### config.mk
export PLATFORM = sky130hd
export DESIGN_NAME = bwd_decoder
export DESIGN_NICKNAME = d
export VERILOG_FILES = /design/src/bwd_pkg.sv /design/src/bwd_decoder.sv
export SDC_FILE = /design/constraint.sdc
export NUM_CORES = 1
export LEC_CHECK = 0
export ABC_AREA = 1
export BUFFER_PORTS_ARGS = -buffer_cell sky130_fd_sc_hd__buf_2
export CAP_MARGIN = 10
export CORE_MARGIN = 5
export CORE_UTILIZATION = 47
export CTS_BUF_LIST = sky130_fd_sc_hd__clkbuf_4 sky130_fd_sc_hd__clkbuf_8
export CTS_CLUSTER_DIAMETER = 150
export CTS_CLUSTER_SIZE = 25
export DETAILED_ROUTE_END_ITERATION = 10
export GPL_ROUTABILITY_DRIVEN = 0
export HOLD_SLACK_MARGIN = 0.12
export PLACE_DENSITY = 0.87
export SETUP_SLACK_MARGIN = 0.3
export SYNTH_ARGS = -nofsm -noshare
export SYNTH_HDL_FRONTEND = slang
export SYNTH_SLANG_ARGS = --single-unit
### constraint.sdc
create_clock -name clk_i -period 2.1 [get_ports clk_i]
set_input_delay 0.315 -clock clk_i [delete_from_list [all_inputs] [get_ports clk_i]]
set_output_delay 0.315 -clock clk_i [all_outputs]
set_load 0.005 [all_outputs]
### src/bwd_pkg.sv
// Package for the byte-wide window decoder: window codes, register map, reset values
// Summary of operation
// - Four windows: off, D 64K, E 64K, D-E 128K
// - Enabled target claims whole window, fitted or not
// - Paging reaches parts up to 1M bytes
// - A16-A19 come from software page value
// - Paging only in 64K window, 64K pages
// - 128K window maps contiguous, no paging
// - Small parts alias across the window
// - Socket and flash never enabled together
// - Enabling one target disables the other
// - Flash uses same window and paging
// - Flash first 64K reserved for firmware
// - Socket accesses are 8-bit byte cycles
// - Window, base and enable are software configurable
package bwd_pkg;
  // Window selections
  typedef enum logic [1:0] {
    BWD_WIN_OFF  = 2'h0,
    BWD_WIN_D64  = 2'h1,
    BWD_WIN_E64  = 2'h3,
    BWD_WIN_D128 = 2'h2
  } bwd_win_t;
  // Window bases, upper nibble of a 20-bit address (A19..A16)
  localparam logic [3:0] BWD_SEG_D = 4'hd;
  localparam logic [3:0] BWD_SEG_E = 4'he;
  // Register byte offsets
  localparam logic [3:0] BWD_OFF_CTRL = 4'h0;
  localparam logic [3:0] BWD_OFF_PAGE = 4'h4;
  localparam logic [3:0] BWD_OFF_SIZE = 4'h8;
  // Control field positions
  localparam int BWD_CTRL_WIN_LSB = 0;
  localparam int BWD_CTRL_SOCK_BIT = 2;
  localparam int BWD_CTRL_FLASH_BIT = 3;
  // Size field: log2 of fitted part size in bytes, 13..20
  localparam logic [4:0] BWD_SIZE_MIN = 5'h0d;
  localparam logic [4:0] BWD_SIZE_MAX = 5'h14;
  // Reset values, and the flash page reserved for firmware
  localparam logic [3:0] BWD_RST_PAGE = 4'h0;
  localparam logic [4:0] BWD_RST_SIZE = 5'h14;
  localparam logic [3:0] BWD_FW_PAGE = 4'h0;
endpackage

### src/bwd_decoder.sv
// Byte-wide window decoder: Wishbone registers plus host memory window decode
`timescale 1ns/1ps
module bwd_decoder (
  // Clock and reset
  input wire logic clk_i,
  input wire logic rst_i,
  // Wishbone slave, configuration registers
  input wire logic wb_cyc_i,
  input wire logic wb_stb_i,
  input wire logic wb_we_i,
  input wire logic [3:0] wb_adr_i,
  input wire logic [3:0] wb_sel_i,
  input wire logic [31:0] wb_dat_i,
  output logic [31:0] wb_dat_o,
  output logic wb_ack_o,
  // Host expansion-bus memory cycle
  input wire logic mem_req_i,
  input wire logic [19:0] mem_adr_i,
  input wire logic mem_wide_i,
  // Decode results toward the memory targets
  output logic mem_claim_o,
  output logic sock_sel_o,
  output logic flash_sel_o,
  output logic [19:0] dev_adr_o,
  output logic byte_cycle_o,
  output logic fw_area_o
);

  // Configuration state
  bwd_pkg::bwd_win_t win_reg;
  logic sock_en_reg;
  logic flash_en_reg;
  logic [3:0] page_reg;
  logic [4:0] size_reg;
  logic ack_reg;
  logic [31:0] rdat_reg;

  // Window hit for a given address and window code
  function automatic logic win_hit(input bwd_pkg::bwd_win_t w, input logic [3:0] seg);
    unique case (w)
      bwd_pkg::BWD_WIN_OFF:  win_hit = 1'b0;
      bwd_pkg::BWD_WIN_D64:  win_hit = (seg == bwd_pkg::BWD_SEG_D);
      bwd_pkg::BWD_WIN_E64:  win_hit = (seg == bwd_pkg::BWD_SEG_E);
      bwd_pkg::BWD_WIN_D128: win_hit = (seg == bwd_pkg::BWD_SEG_D) || (seg == bwd_pkg::BWD_SEG_E);
    endcase
  endfunction

  // Mask of address bits actually wired to a part of 2**sz bytes
  function automatic logic [19:0] size_mask(input logic [4:0] sz);
    logic [4:0] s;
    s = sz;
    if (s < bwd_pkg::BWD_SIZE_MIN) begin
      s = bwd_pkg::BWD_SIZE_MIN;
    end
    if (s > bwd_pkg::BWD_SIZE_MAX) begin
      s = bwd_pkg::BWD_SIZE_MAX;
    end
    size_mask = 20'(({21'h0_0001} << s) - 21'h0_0001);
  endfunction

  // Bus access strobes, one-cycle ack so each request is taken once
  logic wb_req;
  logic wb_wr;
  assign wb_req = wb_cyc_i && wb_stb_i && !ack_reg;
  assign wb_wr = wb_req && wb_we_i && wb_sel_i[0];

  // Ack answers every address, unmapped ones included
  always_ff @(posedge clk_i) begin
    if (rst_i) begin
      ack_reg <= 1'b0;
    end else begin
      ack_reg <= wb_req;
    end
  end

  // Window selection register
  always_ff @(posedge clk_i) begin
    if (rst_i) begin
      win_reg <= bwd_pkg::BWD_WIN_OFF;
    end else if (wb_wr && wb_adr_i == bwd_pkg::BWD_OFF_CTRL) begin
      win_reg <= bwd_pkg::bwd_win_t'(wb_dat_i[bwd_pkg::BWD_CTRL_WIN_LSB +: 2]);
    end
  end

  // Target enables; a write asking for both keeps flash, socket drops out
  always_ff @(posedge clk_i) begin
    if (rst_i) begin
      sock_en_reg <= 1'b0;
      flash_en_reg <= 1'b0;
    end else if (wb_wr && wb_adr_i == bwd_pkg::BWD_OFF_CTRL) begin
      flash_en_reg <= wb_dat_i[bwd_pkg::BWD_CTRL_FLASH_BIT];
      sock_en_reg <= wb_dat_i[bwd_pkg::BWD_CTRL_SOCK_BIT] && !wb_dat_i[bwd_pkg::BWD_CTRL_FLASH_BIT];
    end
  end

  // Page register, synthesized A16..A19
  always_ff @(posedge clk_i) begin
    if (rst_i) begin
      page_reg <= bwd_pkg::BWD_RST_PAGE;
    end else if (wb_wr && wb_adr_i == bwd_pkg::BWD_OFF_PAGE) begin
      page_reg <= wb_dat_i[3:0];
    end
  end

  // Fitted part size, sets how many address lines reach the socket
  always_ff @(posedge clk_i) begin
    if (rst_i) begin
      size_reg <= bwd_pkg::BWD_RST_SIZE;
    end else if (wb_wr && wb_adr_i == bwd_pkg::BWD_OFF_SIZE) begin
      size_reg <= wb_dat_i[4:0];
    end
  end

  // Read mux; unmapped offsets read zero
  always_ff @(posedge clk_i) begin
    if (rst_i) begin
      rdat_reg <= 32'h0000_0000;
    end else if (wb_req && !wb_we_i) begin
      unique case (wb_adr_i)
        bwd_pkg::BWD_OFF_CTRL: rdat_reg <= {28'h000_0000, flash_en_reg, sock_en_reg, win_reg};
        bwd_pkg::BWD_OFF_PAGE: rdat_reg <= {28'h000_0000, page_reg};
        bwd_pkg::BWD_OFF_SIZE: rdat_reg <= {27'h000_0000, size_reg};
        default: rdat_reg <= 32'h0000_0000;
      endcase
    end
  end
  assign wb_dat_o = rdat_reg;
  assign wb_ack_o = ack_reg;

  // Combinational decode of the current host address
  logic hit;
  logic [19:0] raw_adr;
  logic [19:0] eff_adr;
  always_comb begin
    hit = mem_req_i && (sock_en_reg || flash_en_reg) && win_hit(win_reg, mem_adr_i[19:16]);
    if (win_reg == bwd_pkg::BWD_WIN_D128) begin
      raw_adr = {3'h0, mem_adr_i[16:0]};
    end else begin
      raw_adr = {page_reg, mem_adr_i[15:0]};
    end
    // Socket lines above the part size float, so contents repeat
    eff_adr = sock_en_reg ? (raw_adr & size_mask(size_reg)) : raw_adr;
  end

  // Registered decode outputs, one clock behind the host address
  always_ff @(posedge clk_i) begin
    if (rst_i) begin
      mem_claim_o <= 1'b0;
      sock_sel_o <= 1'b0;
      flash_sel_o <= 1'b0;
      dev_adr_o <= 20'h0_0000;
      byte_cycle_o <= 1'b0;
      fw_area_o <= 1'b0;
    end else begin
      mem_claim_o <= hit;
      sock_sel_o <= hit && sock_en_reg;
      flash_sel_o <= hit && flash_en_reg;
      dev_adr_o <= eff_adr;
      byte_cycle_o <= hit && sock_en_reg && mem_wide_i;
      fw_area_o <= hit && flash_en_reg && (eff_adr[19:16] == bwd_pkg::BWD_FW_PAGE);
    end
  end

endmodule

==> flow_metrics.env <==
export IMPL_setup_tns_ns=0
export IMPL_hold_viol_final=0
export IMPL_syn2layout_area_growth_pct=19.38
export IMPL_firstDrtPassIters=4
export IMPL_numCtsBuffers=5
export IMPL_synth_compound_area_share_pct=11.24
export IMPL_rows=23
export IMPL_port_buffers=67
export IMPL_p_leak_uw=0.001260
export IMPL_wl_per_cell_um=11.46
export IMPL_initial_utilization_pct=48.84
export IMPL_cts_setup_buffers=0
export IMPL_die_w_um=74.94
export IMPL_clock_sinks=44
export IMPL_fill_cells=370
export IMPL_period_share_pct=67.43
export IMPL_hold_path_class="input port to flop"
export IMPL_muxShareOfSynthArea_pct=0
export IMPL_finalClockSkew_ns=0.003733
export IMPL_path_clk_slew_ns=0.08
export IMPL_synth_seq_cells=44
export IMPL_synth_xor_area_share_pct=0
export IMPL_die_area_sq_um=5615
export IMPL_synth_area_sq_um=1982
export IMPL_overflow=0
export IMPL_tightest_slew_ns=0.5294
export IMPL_p_per_area_nw_per_um2=688.7
export IMPL_grt_max_degree=22
export IMPL_antenna_found_initial=0
export IMPL_yosysTopAreaCell="dfxtp_1"
export IMPL_hold_ws_ns=0.2130
export IMPL_synth_top_family_by_area="simple AND/OR/NAND/NOR gates"
export IMPL_cts_root_buf="clkbuf_8"
export IMPL_worst_setup_path_type="flop to flop"
export IMPL_drc=0
export IMPL_drt_iter0_drc=110
export IMPL_arrival_ns=1.60
export IMPL_core_area_sq_um=4058
export IMPL_place_hpwl_mm=3.495
export IMPL_rsz0062_at_grt="false"
export IMPL_crit_required_ns=2.28
export IMPL_synthSimpleGateAreaFrac_pct=25.25
export IMPL_grt_pass1_vias=1586
export IMPL_drv_cap=0
export IMPL_cts_resized_gates=0
export IMPL_slew_headroom_pct=64.67
export IMPL_drive_gt1_share_pct=26.63
export IMPL_synth_top_area_share_pct=44.44
export IMPL_die_h_um=74.94
export IMPL_antenna_cells=0
export IMPL_power_uw=1630
export IMPL_avgSynthCellArea_sq_um=7.395
export IMPL_nNetsFinal=405
export IMPL_grt_usage_pct=15.84
export IMPL_crit_path_end_kind="flop"
export IMPL_layout_commonest_cell="buf_2"
export IMPL_path_max_fanout=8
export IMPL_cts_hold_buf=0
export IMPL_ios=125
export IMPL_startpoint_type="flop"
export IMPL_wl_mm=4.445
export IMPL_timing_max_transition_violations_final=0
export IMPL_vias=1822
export IMPL_period_needed_ns=1.416
export IMPL_outcome="completed"
export IMPL_grt_pass1_wl_mm=6.665
export IMPL_ir_worst_vdd_uv=327.9
export IMPL_cts_tree="yes"
export IMPL_max_freq_ghz=0.7062
export IMPL_cts_buffer_depth=2
export IMPL_yosysUniqueCellTypes=31
export IMPL_dp_slack_ns=0.6503
export IMPL_largest_reg_flops=20
export IMPL_routed_via_density=4.696
export IMPL_ant_nets=0
export IMPL_fin_cells=388
export IMPL_worst_slack_ns=0.6839
export IMPL_placed_cells=380
export IMPL_yosysWarnings=0
export IMPL_synth_yosys_seq_area_share_pct=44.44
export IMPL_synth_area_leaders="dfxtp_1 44%, buf_4 11%, nand2_1 8.3%, nor2_1 7.8%, inv_1 5.5%"
export IMPL_clkLatencyLatePin_ns=0.30
export IMPL_htree_levels=2
export IMPL_setup_viol=0
export IMPL_syn_inst=268
export IMPL_final_cell_mix="67 x buf_2, 44 x nand2_1, 44 x dfxtp_1, 41 x nor2_1"
export IMPL_synth_fa_ha_area_share_pct=0.6313
[synthesized netlist by cell type]
library cell and count:
nand2_1 44, o22ai_1 2, nor2_2 3, nor3_1 1, a21oi_2 1, buf_2 1
a21oi_1 16, buf_1 2, nand2_2 3, o21bai_1 1, nand3b_1 1, nor2_1 41
inv_1 29, a31oi_1 1, buf_4 28, dfxtp_1 44, o211ai_1 2, nand3_1 14
nor4_1 1, conb_1 2, nand4_1 1, nor3b_1 1, inv_2 5, nor2_4 1
clkbuf_1 1, o21ai_0 17, clkinv_1 1, nand3_2 1, nand3b_4 1, ha_1 1
a211oi_1 1
[cell families (layout without fill, tap and decap cells)]
| family | after synthesis | count (layout) |
|---|---|---|
| AO/OA/AOI/OAI | 41 | 41 |
| adder cells (fa/ha/maj) | 1 | 1 |
| flip-flops | 44 | 44 |
| buffers and inverters | 67 | 110 |
| other | 2 | 29 |
| AND/OR/NAND/NOR | 113 | 113 |
[stage by stage]
step	cell area [sq um]	utilization [%]
2_1_floorplan	2083	-
3_3_place_gp	2255	55.57
3_5_place_dp	2255	55.57
4_1_cts	2366	58.31
5_1_grt	2366	58.31
6_report	2366	58.31
[final timing paths]
kind                                          startpoint  slack [ns]  cells past startpoint                        to
worst max-delay path            size_reg[4]$_SDFFE_PP1P_        0.68                      9  dev_adr_o[18]$_SDFF_PP0_
worst min-delay path                        mem_adr_i[9]        0.21                      3   dev_adr_o[9]$_SDFF_PP0_
worst max register to register  size_reg[4]$_SDFFE_PP1P_        0.68                      9  dev_adr_o[18]$_SDFF_PP0_
worst min register to register  wb_dat_o[0]$_SDFFE_PP0P_        0.47                      2  wb_dat_o[0]$_SDFFE_PP0P_
[worst max-delay path, cell delays in order (launching register included)]
cell	delay (ns)
dfxtp_1	0.52
inv_2	0.11
nand2_2	0.12
inv_2	0.05
nor2_2	0.14
nand3_1	0.08
nand2_1	0.06
nand3_1	0.10
nand2_1	0.08
nor2_1	0.04
[routing by layer]
metal	part of all wire (%)	global-route usage (%)
met4	2.3	7.115
met1	37	16.23
met5	0	0
met2	48	28.53
met3	13	5.874
[power by group]
part	leakage, uW	switching (uW)	internal [uW]	total [uW]
registers	0.000359	4.59	852	856
clock network	0.0000586	283	366	649
logic	0.000842	71.8	52.7	124
total	0.00126	359	1270	1630
[area by class of cell]
class,instances,area (sq um),share of cell area (%)
tap,50,62.56,2.644
timing repair buffer,67,335.3,14.17
multi-input combinational,184,844.6,35.70
clock inverter,2,35.03,1.481
sequential,44,880.8,37.23
inverter,35,131.4,5.553
clock buffer,6,76.32,3.226
No activity file was read; power rests on OpenSTA's default activity.
